`src/verilog/sadc_pkg.sv`:
```
package sadc_pkg;

  // Register offsets
  localparam logic [7:0] SADC_CTRL_OFS = 8'h6c;
  localparam logic [7:0] SADC_CFG_OFS = 8'h6d;
  localparam logic [7:0] SADC_RESH_OFS = 8'h6e;
  localparam logic [7:0] SADC_RESL_OFS = 8'h6f;
  localparam logic [7:0] SADC_REG_RST = 8'h00;

  // conv_ctrl_status_reg fields
  localparam int SADC_CHAN_MSB = 7;
  localparam int SADC_CHAN_LSB = 4;
  localparam int SADC_DONE_BIT = 3;
  localparam int SADC_BUSY_BIT = 2;
  localparam int SADC_REFSW_BIT = 1;
  localparam int SADC_START_BIT = 0;

  // conv_config_reg fields
  localparam int SADC_EIGHT_BIT = 7;
  localparam int SADC_SLEN_MSB = 6;
  localparam int SADC_SLEN_LSB = 5;
  localparam int SADC_HWSEL_BIT = 4;
  localparam int SADC_IRQEN_BIT = 3;
  localparam int SADC_AUTO_BIT = 2;
  localparam int SADC_DIV_MSB = 1;
  localparam int SADC_DIV_LSB = 0;

  // Sampling lengths in conv_clk periods
  localparam logic [4:0] SADC_SLEN_0 = 5'd4;
  localparam logic [4:0] SADC_SLEN_1 = 5'd7;
  localparam logic [4:0] SADC_SLEN_2 = 5'd10;
  localparam logic [4:0] SADC_SLEN_3 = 5'd16;

  // Compare phase: one bit per conv_clk period
  localparam logic [3:0] SADC_CMP_BITS = 4'd10;

  typedef enum logic [1:0] {SADC_IDLE, SADC_SAMPLE, SADC_COMPARE, SADC_FINAL} sadc_state_t;

  typedef struct packed {
    logic [7:0] addr;
    logic [7:0] wdata;
    logic wr;
    logic rd;
    logic rmw;
  } sadc_bus_req_t;

  typedef struct packed {
    logic [9:0] trial;
    logic sample;
    logic [2:0] chan;
  } sadc_ana_t;

endpackage : sadc_pkg

```
`src/verilog/sadc_top.sv`:
```
`timescale 1ns/100ps
// What this block does
// [RULE1] Upper nibble chan_sel picks one of eight analog inputs.
// [RULE2] chan_sel accepted with sw_start write; software avoids changing it while busy.
// [RULE3] done_flag sets at every conversion end regardless of done_irq_en.
// [RULE4] Interrupt request is done_flag AND done_irq_en.
// [RULE5] Writing 0 clears done_flag; writing 1 changes nothing.
// [RULE6] Read-modify-write reads of done_flag return 1.
// [RULE7] conv_busy is 1 during conversion, read-only.
// [RULE8] ref_switch_on drives the reference supply switch.
// [RULE9] Writing 1 to sw_start starts conversion when auto_trigger_en is 0.
// [RULE10] Writing 0 never stops conversion; sw_start reads 0.
// [RULE11] sw_start writes ignored while auto_trigger_en is 1.
// [RULE12] sw_start during conversion restarts it from the beginning.
// [RULE13] conv_clk_div divides machine clock by 1, 2, 4 or 8.
// [RULE14] sample_len_sel gives 4, 7, 10 or 16 conv_clk sampling periods.
// [RULE15] Auto mode starts on each rising edge of the selected trigger.
// [RULE16] hw_trigger_sel 0 means no source, 1 means timer_out0.
// [RULE17] Eight-bit mode puts 8 bits in result_low, zeroes result_high.
// [RULE18] Ten-bit result: two MSBs in result_high bits 1:0.
// [RULE19] Result registers read-only; upper six bits of result_high read 0.
// [RULE20] Result registers keep old value until new result final.
// [RULE21] Software changes format, timing and divider only while stopped.
// [RULE22] Software reads results and clears done_flag before next completion.
// [RULE23] At end: load results, then clear busy and set done_flag.
// [RULE24] Stop, watch or reset mode halts conversion and clears busy.
// [RULE25] Restart coinciding with completion still sets done_flag.
// [RULE26] Compare lasts 10 conv_clk periods plus one machine clock.
// [RULE27] Trial code goes out; one comparator bit sampled per conv_clk.
// [RULE28] All four registers reset to zero.
module sadc_top
  import sadc_pkg::*;
(
  // Clock and reset
  input wire logic CLK_I,
  input wire logic RST_N_I,
  // Register port
  input wire logic [7:0] ADDR_I,
  input wire logic [7:0] WDATA_I,
  input wire logic WR_I,
  input wire logic RD_I,
  input wire logic RMW_I,
  output logic [7:0] RDATA_O,
  // Power mode
  input wire logic HALT_MODE_I,
  // Trigger from timer
  input wire logic TIMER_OUT0_I,
  // Analog front end
  output sadc_pkg::sadc_ana_t ANA_O,
  input wire logic CMP_I,
  output logic REF_SWITCH_ON_O,
  // Interrupt request
  output logic IRQ_O
);
  import sadc_pkg::*;

  sadc_bus_req_t req;
  logic [7:0] ctrl_r;
  logic [7:0] cfg_r;
  logic [7:0] res_hi_r;
  logic [7:0] res_lo_r;
  logic done_r;
  sadc_state_t state_r;
  logic [2:0] div_cnt_r;
  logic [4:0] phase_cnt_r;
  logic [9:0] sar_r;
  logic [9:0] bit_mask_r;
  logic [2:0] tmr_sync_r;
  logic tmr_level_r;
  logic [7:0] rdata_r;
  logic cclk_en;
  logic sw_start;
  logic hw_start;
  logic start;
  logic finish;
  logic [4:0] slen;
  logic [9:0] trial;
  logic busy;

  function automatic logic reg_hit(input logic [7:0] a, input logic [7:0] ofs);
    reg_hit = (a == ofs);
  endfunction : reg_hit

  assign req = '{addr: ADDR_I, wdata: WDATA_I, wr: WR_I, rd: RD_I, rmw: RMW_I};

  // Prescaler enable for conv_clk
  always_comb
  begin
    case (cfg_r[SADC_DIV_MSB:SADC_DIV_LSB])
      2'b00: cclk_en = 1'b1; // [RULE13]
      2'b01: cclk_en = (div_cnt_r[0] == 1'b1);
      2'b10: cclk_en = (div_cnt_r[1:0] == 2'b11);
      default: cclk_en = (div_cnt_r == 3'h7);
    endcase
  end

  always_ff @(posedge CLK_I)
  begin
    if (!RST_N_I)
      div_cnt_r <= 3'h0;
    else
      div_cnt_r <= div_cnt_r + 3'h1;
  end

  always_comb
  begin
    case (cfg_r[SADC_SLEN_MSB:SADC_SLEN_LSB])
      2'b00: slen = SADC_SLEN_0; // [RULE14]
      2'b01: slen = SADC_SLEN_1;
      2'b10: slen = SADC_SLEN_2;
      default: slen = SADC_SLEN_3;
    endcase
  end

  // Timer pin crosses in; edge judged only on the agreeing later stages
  always_ff @(posedge CLK_I)
  begin
    if (!RST_N_I)
    begin
      tmr_sync_r <= 3'h0;
      tmr_level_r <= 1'b0;
    end
    else
    begin
      tmr_sync_r <= {tmr_sync_r[1:0], TIMER_OUT0_I};
      if (tmr_sync_r[1] == tmr_sync_r[2])
        tmr_level_r <= tmr_sync_r[2];
    end
  end

  // Only the timer source exists; select 0 gives no start
  assign hw_start = cfg_r[SADC_AUTO_BIT] && cfg_r[SADC_HWSEL_BIT] // [RULE15] [RULE16]
                    && (tmr_sync_r[1] == tmr_sync_r[2]) && tmr_sync_r[2] && !tmr_level_r;
  assign sw_start = req.wr && reg_hit(req.addr, SADC_CTRL_OFS)
                    && req.wdata[SADC_START_BIT] && !cfg_r[SADC_AUTO_BIT]; // [RULE9] [RULE11]
  assign start = (sw_start || hw_start) && !HALT_MODE_I;
  assign finish = (state_r == SADC_FINAL);
  assign trial = sar_r | bit_mask_r;
  assign busy = (state_r != SADC_IDLE); // [RULE7]

  // Conversion sequencer
  // Halt outranks start, so a wake never resumes a stale conversion
  // A restart drops the partial code; the old result stays readable
  always_ff @(posedge CLK_I)
  begin
    if (!RST_N_I || HALT_MODE_I)
    begin
      state_r <= SADC_IDLE; // [RULE24]
      phase_cnt_r <= 5'h0;
      sar_r <= 10'h000;
      bit_mask_r <= 10'h000;
    end
    else if (start)
    begin
      state_r <= SADC_SAMPLE; // [RULE12]
      phase_cnt_r <= 5'h0;
      sar_r <= 10'h000;
      bit_mask_r <= 10'h200;
    end
    else
    begin
      case (state_r)
        SADC_IDLE: ;
        SADC_SAMPLE:
          if (cclk_en)
          begin
            if (phase_cnt_r == slen - 5'h1)
            begin
              state_r <= SADC_COMPARE;
              phase_cnt_r <= 5'h0;
            end
            else
              phase_cnt_r <= phase_cnt_r + 5'h1;
          end
        SADC_COMPARE:
          if (cclk_en)
          begin
            if (CMP_I)
              sar_r <= trial; // [RULE27]
            bit_mask_r <= bit_mask_r >> 1;
            if (phase_cnt_r == 5'(SADC_CMP_BITS) - 5'h1)
              state_r <= SADC_FINAL; // [RULE26]
            else
              phase_cnt_r <= phase_cnt_r + 5'h1;
          end
        SADC_FINAL:
          state_r <= SADC_IDLE;
        default:
          state_r <= SADC_IDLE;
      endcase
    end
  end

  // Results move only at the final cycle
  always_ff @(posedge CLK_I)
  begin
    if (!RST_N_I)
    begin
      res_hi_r <= SADC_REG_RST; // [RULE28]
      res_lo_r <= SADC_REG_RST;
    end
    else if (finish)
    begin
      if (cfg_r[SADC_EIGHT_BIT])
      begin
        res_hi_r <= 8'h00; // [RULE17]
        res_lo_r <= sar_r[9:2];
      end
      else
      begin
        res_hi_r <= {6'h00, sar_r[9:8]}; // [RULE18] [RULE20] [RULE23]
        res_lo_r <= sar_r[7:0];
      end
    end
  end

  // Control registers; bus writes to results are dropped
  always_ff @(posedge CLK_I)
  begin
    if (!RST_N_I)
    begin
      ctrl_r <= SADC_REG_RST;
      cfg_r <= SADC_REG_RST;
    end
    else if (req.wr)
    begin
      if (reg_hit(req.addr, SADC_CTRL_OFS))
        ctrl_r <= {req.wdata[7:4], 4'h0}; // [RULE1] [RULE2] [RULE8] [RULE10] [RULE19]
      if (reg_hit(req.addr, SADC_CFG_OFS))
        cfg_r <= req.wdata;
    end
  end

  // Set wins over the software clear
  always_ff @(posedge CLK_I)
  begin
    if (!RST_N_I)
      done_r <= 1'b0;
    else if (finish)
      done_r <= 1'b1; // [RULE3] [RULE25]
    else if (req.wr && reg_hit(req.addr, SADC_CTRL_OFS) && !req.wdata[SADC_DONE_BIT])
      done_r <= 1'b0; // [RULE5]
  end

  // Reference switch bit kept separately from the channel nibble
  logic refsw_r;
  always_ff @(posedge CLK_I)
  begin
    if (!RST_N_I)
      refsw_r <= 1'b0;
    else if (req.wr && reg_hit(req.addr, SADC_CTRL_OFS))
      refsw_r <= req.wdata[SADC_REFSW_BIT]; // [RULE8]
  end

  always_ff @(posedge CLK_I)
  begin
    if (!RST_N_I)
      rdata_r <= 8'h00;
    else if (req.rd)
    begin
      if (reg_hit(req.addr, SADC_CTRL_OFS))
        rdata_r <= {ctrl_r[7:4], done_r | req.rmw, state_r != SADC_IDLE, refsw_r, 1'b0}; // [RULE6] [RULE7] [RULE10]
      else if (reg_hit(req.addr, SADC_CFG_OFS))
        rdata_r <= cfg_r;
      else if (reg_hit(req.addr, SADC_RESH_OFS))
        rdata_r <= {6'h00, res_hi_r[1:0]}; // [RULE19]
      else if (reg_hit(req.addr, SADC_RESL_OFS))
        rdata_r <= res_lo_r;
      else
        rdata_r <= 8'h00;
    end
    else
      rdata_r <= 8'h00;
  end

  assign RDATA_O = rdata_r;
  assign IRQ_O = done_r && cfg_r[SADC_IRQEN_BIT]; // [RULE4]
  assign REF_SWITCH_ON_O = refsw_r;
  assign ANA_O = '{trial: trial, sample: (state_r == SADC_SAMPLE), chan: ctrl_r[6:4]}; // [RULE1]

  a_done_on_finish: assert property (@(posedge CLK_I) disable iff (!RST_N_I) // [RULE3]
    finish |=> done_r)
    else $error("done flag not set after completion");
  a_irq_follows: assert property (@(posedge CLK_I) disable iff (!RST_N_I) // [RULE4]
    IRQ_O == (done_r && cfg_r[3]))
    else $error("irq mismatch");
  a_clear_zero: assert property (@(posedge CLK_I) disable iff (!RST_N_I) // [RULE5]
    (WR_I && ADDR_I == 8'h6c && !WDATA_I[3] && !finish) |=> !done_r)
    else $error("done not cleared");
  a_write_one_keep: assert property (@(posedge CLK_I) disable iff (!RST_N_I) // [RULE5]
    (done_r && WR_I && ADDR_I == 8'h6c && WDATA_I[3]) |=> done_r)
    else $error("done lost on write 1");
  a_rmw_reads_one: assert property (@(posedge CLK_I) disable iff (!RST_N_I) // [RULE6]
    (RD_I && RMW_I && ADDR_I == 8'h6c) |=> RDATA_O[3])
    else $error("rmw read of done not 1");
  a_start_reads_zero: assert property (@(posedge CLK_I) disable iff (!RST_N_I) // [RULE10]
    (RD_I && ADDR_I == 8'h6c) |=> !RDATA_O[0])
    else $error("start bit read nonzero");
  a_auto_blocks_sw: assert property (@(posedge CLK_I) disable iff (!RST_N_I) // [RULE11]
    (state_r == SADC_IDLE && cfg_r[2] && !hw_start) |=> state_r == SADC_IDLE)
    else $error("conversion started in auto mode without trigger");
  a_sw_restart: assert property (@(posedge CLK_I) disable iff (!RST_N_I) // [RULE12]
    (sw_start && !HALT_MODE_I) |=> (state_r == SADC_SAMPLE && phase_cnt_r == 5'h0))
    else $error("software start did not restart");
  a_results_hold: assert property (@(posedge CLK_I) disable iff (!RST_N_I) // [RULE20]
    !finish |=> $stable(res_lo_r) && $stable(res_hi_r))
    else $error("results changed mid conversion");
  a_halt_stops: assert property (@(posedge CLK_I) disable iff (!RST_N_I) // [RULE24]
    HALT_MODE_I |=> state_r == SADC_IDLE)
    else $error("halt did not stop conversion");
  a_eight_bit_hi: assert property (@(posedge CLK_I) disable iff (!RST_N_I) // [RULE17]
    (finish && cfg_r[7]) |=> res_hi_r == 8'h00)
    else $error("high result nonzero in 8-bit mode");
  c_full_conv: cover property (@(posedge CLK_I) disable iff (!RST_N_I) finish);
  c_restart: cover property (@(posedge CLK_I) disable iff (!RST_N_I)
    sw_start && state_r == SADC_COMPARE);
  c_hw_start: cover property (@(posedge CLK_I) disable iff (!RST_N_I) hw_start);
  c_eight_bit: cover property (@(posedge CLK_I) disable iff (!RST_N_I)
    finish && cfg_r[7]);
  c_restart_finish: cover property (@(posedge CLK_I) disable iff (!RST_N_I)
    finish && sw_start);

  // Register port checks
  a_ref_on: assert property (@(posedge CLK_I) disable iff (!RST_N_I) // [RULE8]
    (WR_I && ADDR_I == 8'h6c && WDATA_I[1]) |=> REF_SWITCH_ON_O)
    else $error("reference switch not driven on");
  a_chan_route: assert property (@(posedge CLK_I) disable iff (!RST_N_I) // [RULE1]
    (WR_I && ADDR_I == 8'h6c && WDATA_I[4]) |=> ANA_O.chan[0])
    else $error("channel select not routed");
  a_busy_read: assert property (@(posedge CLK_I) disable iff (!RST_N_I) // [RULE7]
    (RD_I && ADDR_I == 8'h6c && busy) |=> RDATA_O[2])
    else $error("busy not read during conversion");
  a_resl_readonly: assert property (@(posedge CLK_I) disable iff (!RST_N_I) // [RULE19]
    (WR_I && ADDR_I == 8'h6f && !finish) |=> $stable(res_lo_r))
    else $error("low result changed by a write");
  a_hi_upper_zero: assert property (@(posedge CLK_I) disable iff (!RST_N_I) // [RULE19]
    res_hi_r[7:2] == 6'h00)
    else $error("upper result bits nonzero");

  // Start sources and clock divider
  a_sw_starts: assert property (@(posedge CLK_I) disable iff (!RST_N_I) // [RULE9]
    (WR_I && ADDR_I == 8'h6c && WDATA_I[0] && !cfg_r[2] && !HALT_MODE_I) |=> busy)
    else $error("software start ignored");
  a_write_zero_start: assert property (@(posedge CLK_I) disable iff (!RST_N_I) // [RULE10]
    (WR_I && ADDR_I == 8'h6c && !WDATA_I[0] && busy && !finish && !HALT_MODE_I) |=> busy)
    else $error("write of zero stopped conversion");
  a_hw_start_auto: assert property (@(posedge CLK_I) disable iff (!RST_N_I) // [RULE15]
    (hw_start && !HALT_MODE_I) |=> (state_r == SADC_SAMPLE && phase_cnt_r == 5'h0))
    else $error("trigger edge did not start");
  a_no_source: assert property (@(posedge CLK_I) disable iff (!RST_N_I) // [RULE16]
    !cfg_r[4] |-> !hw_start)
    else $error("start without a source");
  a_div_by_one: assert property (@(posedge CLK_I) disable iff (!RST_N_I) // [RULE13]
    (cfg_r[1:0] == 2'b00) |-> cclk_en)
    else $error("undivided conversion clock missing");

  // Conversion end
  a_done_irq_off: assert property (@(posedge CLK_I) disable iff (!RST_N_I) // [RULE3]
    (finish && !cfg_r[3]) |=> done_r)
    else $error("done not set with irq disabled");
  a_cmp_len: assert property (@(posedge CLK_I) disable iff (!RST_N_I) // [RULE26]
    (state_r == SADC_COMPARE && cclk_en && phase_cnt_r == 5'd9 && !start && !HALT_MODE_I)
    |=> finish)
    else $error("compare phase length wrong");
  a_busy_clear_done: assert property (@(posedge CLK_I) disable iff (!RST_N_I) // [RULE23]
    (finish && !start && !HALT_MODE_I) |=> (!busy && done_r))
    else $error("end of conversion order wrong");

  // Reset values; no disable here on purpose
  a_reset_zero: assert property (@(posedge CLK_I) // [RULE28]
    !RST_N_I |=> (ctrl_r == 8'h00 && cfg_r == 8'h00 && res_hi_r == 8'h00 && res_lo_r == 8'h00))
    else $error("registers not zero after reset");

endmodule : sadc_top

```
`config.mk`:
```
export PLATFORM = sky130hd
export DESIGN_NAME = sadc_top
export DESIGN_NICKNAME = d
export VERILOG_FILES = /design/src/verilog/sadc_pkg.sv /design/src/verilog/sadc_top.sv
export SDC_FILE = /design/constraint.sdc
export NUM_CORES = 1
export LEC_CHECK = 0
export BUFFER_PORTS_ARGS = -buffer_cell sky130_fd_sc_hd__buf_4
export CORE_MARGIN = 2
export CORE_UTILIZATION = 60
export DETAILED_ROUTE_END_ITERATION = 7
export PLACE_DENSITY = 0.9
export RECOVER_POWER = 25
export SYNTH_ARGS = -nofsm -noshare
export SYNTH_HDL_FRONTEND = slang
export SYNTH_SLANG_ARGS = --single-unit
export TNS_END_PERCENT = 5
```
`constraint.sdc`:
```
create_clock -name CLK_I -period 4.3 [get_ports CLK_I]
set_input_delay 0.43 -clock CLK_I [delete_from_list [all_inputs] [get_ports CLK_I]]
set_output_delay 0.43 -clock CLK_I [all_outputs]
set_load 0.03 [all_outputs]
```
==> run_results.csv <==
group,metric,value,unit
sta,hold_violations,0,
synthesis,yosys_warnings,0,
synthesis,synth_xor_area_share,0.9060,%
floorplanning,io_pins,48,
global_routing,grt_max_degree,35,
cts,cts_buffers,9,
worst_setup_path,reg2reg_from,"div_cnt_r[0]",
sta,timing_worst_slew_pin_value,1.200,ns
worst_setup_path,startpoint_type,"flip-flop",
synthesis,synthesis.area,2900,um2
global_routing,grt_pass1_wl,10150,um
power,leakage,1.466,nW
synthesis,synth_edf_count,0,
detailed_routing,route.met3.wl,292,um
final_layout,antenna_cells,0,
worst_setup_path,critical_path_class,"reg -> reg",
place,dpl-instance-area,3241,um2
worst_setup_path,end_kind,"flip-flop",
synthesis,synth-simple-area-share,22.74,%
sta,fin_crit_sh,58.39,%
cts,cts_setup_buffers,0,
job,cap_violations,0,
global_routing,grt_overflow_total,0,
detailed_routing,drc_errors,0,
floorplanning,core-area,4692,um2
place,dp_hpwl,4488,um
detailed_routing,first_pass_iters,4,
detailed_routing,met1_length,2751,um
sta,slew_headroom,20.03,%
worst_setup_path,required,4.57,ns
worst_setup_path,crit_fanout,12,
sta,finalSetupViolations,0,
floorplanning,die_area,5406,um2
synthesis,synth_cells,293,
worst_setup_path,critPathLaunch,"div_cnt_r[0]",
detailed_routing,drt-initial-drc-count,181,
sta,fin_skew,0.004845,ns
synthesis,async_reset_ff_share,0,%
synthesis,synth_compound_area_share,13.93,%
sta,fin_tns_setup,0,ns
outcome,status,"completed",
detailed_routing,routed_wl,6269,um
cts,cts_root_buffer,"clkbuf_8",
global_routing,gr-usage-all-layers,25.16,%
final_layout,seq_area,1321,um2
detailed_routing,wl_met2,3134,um
synthesis,synth_top_family_by_area,"simple AND/OR/NAND/NOR gates",
worst_setup_path,crit_path_top_delay_cell,"a211oi_2",
synthesis,yosysSeqAreaShare,45.56,%
power,ir_drop,0.2392,mV
sta,rsz0062_at_grt,"false",
place,io_buffers,47,
cts,clk-insertion-delay-late,0.34,ns
worst_setup_path,worst_ep_arrival_time,2.78,ns
final_layout,multiInputGateArea,1488,um2
synthesis,synthMuxAreaShare,11.99,%
power,p_per_area,330.0,nW/um2
final_layout,post-route-util,72.05,%
worst_setup_path,crit_top_cell,"ha_1",
synthesis,synthAdderAreaFrac,1.726,%
floorplanning,fp.dieW,73.53,um
sta,fin_crit,2.511,ns
sta,max_freq,398.3,MHz
floorplanning,die_height,73.53,um
final_layout,drive_gt1_share,23.01,%
synthesis,syn_nets,321,
synthesis,synthFlopType,"dfxtp_1",
final_layout,fill_cells,361,
detailed_routing,vias,2237,
detailed_routing,vias_per_cell,5.692,
floorplanning,rows,25,
cts,h-tree-depth,3,
floorplanning,start_util,61.81,%
detailed_routing,ant_nets,0,
cts,cts_tree,"done",
cts,clkTransAtPathRegs,0.07,ns
cts,post_cts_resized,0,
final_layout,area_delta_synth_final,16.57,%
worst_setup_path,crit_chain,"ha_1 > ha_1 > mux2i_2 > a211oi_2 > and2_1 > a21oi_1 > nor2_1",
synthesis,synth_area_per_cell,9.899,um2
power,power,1.116,mW
worst_setup_path,cp_slowest_stage_delay,0.88,ns
place,gp_congestion,0.7907,
detailed_routing,top_layer,"met4",
detailed_routing,wl_per_cell,15.95,um
cts,clockBufferDepth,2,
cts,ctsHoldBuffers,0,
final_layout,layout.nets,363,
worst_setup_path,crit_buf_inv,0,
min_path,hold_class,"in -> reg",
worst_setup_path,cpLargestDelayFamily,"compound AO/OA/AOI/OAI gates",
synthesis,synthDistinctLibCells,50,
min_path,min-delay-start,"TIMER_OUT0_I",
global_routing,grt_pass1_vias,2154,
sta,finalMaxSlewViolations,0,
cts,clkSinkCount,66,
synthesis,synth-seq-cells,66,
final_layout,design_area,3381,um2
global_routing,antenna_found_initial,0,
## stage by stage
stage | std cells | hold slack, ns | setup WS [ns]
CTS | 393 | 0.2964 | 1.786
global placement | 378 | 0.4207 | 1.978
detailed placement | 378 | 0.4347 | 1.802
floorplan | 293 | 0.4119 | 2.579
finish | 393 | 0.3031 | 1.789
global route | 393 | 0.2905 | 1.545
## path summary, 6_finish.rpt
check	endpoint	cells after the start	slack, ns
max reg2reg	sar_r[1]	7	1.79
min	tmr_sync_r[0]	2	0.30
min reg2reg	tmr_sync_r[1]	1	0.44
max	sar_r[1]	7	1.79
## synth_stat cells (2+ instances only)
cell type	instances	share of area, %
a2111oi_0	5	1.5
a21boi_0	5	1.3
a21oi_1	17	2.9
and2_1	9	1.9
buf_1	2	0.26
buf_2	4	0.69
buf_4	4	1.0
clkbuf_1	6	0.78
dfxtp_1	66	46
ha_1	4	1.7
inv_1	3	0.39
mux2i_1	30	10
nand2_1	21	2.7
nand2b_1	5	1.1
nand3_1	4	0.69
nand3b_1	2	0.52
nor2_1	33	4.3
nor2b_1	18	3.9
nor3b_1	2	0.52
o211a_1	8	2.8
o21ai_0	4	0.69
o31a_1	2	0.60
or2_2	10	2.2
or3_1	2	0.43
xor2_1	2	0.60
## per-layer routing
layer  up-vias  track usage (%)
met5         -                0
met4         0            9.293
met3        10            8.368
met2        52            41.17
met1      1072            30.76
li1       1103                -
## report_power, final
group	switching (mW)	internal [mW]	total (mW)
clock	0.218	0.235	0.452
combinational	0.0235	0.0232	0.0467
sequential	0.00201	0.615	0.617
## cell families (layout without fill, tap and decap cells)
kind of cell,count (synthesis),in the layout
xor gates and xnor gates,3,3
muxes,33,33
buffers and inverters,19,65
DFF,66,66
adders and majority gates,4,4
AOI/OAI and AO/OA,51,51
and+or+nand+nor,117,117
## sequential cells by signal (all words and copies together) (netlist names), 3 cells and up
signal,cells
tmr_sync_r,3
div_cnt_r,3
bit_mask_r,10
ctrl_r,4
phase_cnt_r,5
res_lo_r,8
sar_r,10
cfg_r,8
RDATA_O,8
## layout make-up
class | instances | share of cell area, %
Multi-Input combinational cell | 208 | 44.00
Sequential cell | 66 | 39.08
Timing Repair Buffer | 47 | 9.549
Clock buffer | 12 | 4.589
Tap cell | 54 | 1.999
Clock inverter | 3 | 0.4441
Inverter | 3 | 0.3331
## cell usage in the layout (no fill, tap or decap), types with 2 or more instances in the layout
cell / instances
clkinv_2: 3
o211a_1: 8
mux2i_1: 30
clkbuf_8: 11
a2111oi_0: 5
or2_2: 10
xor2_1: 2
ha_1: 4
nand2b_1: 5
o31a_1: 2
or3_1: 2
a21boi_0: 5
clkbuf_1: 9
nand3_1: 4
dfxtp_1: 66
nor3b_1: 2
a21oi_1: 17
nor2_1: 33
nor2b_1: 18
inv_1: 3
o21ai_0: 4
buf_4: 39
and2_0: 2
nand2_1: 21
and2_1: 7
nand3b_1: 2
No activity file was read; power rests on OpenSTA's default activity.
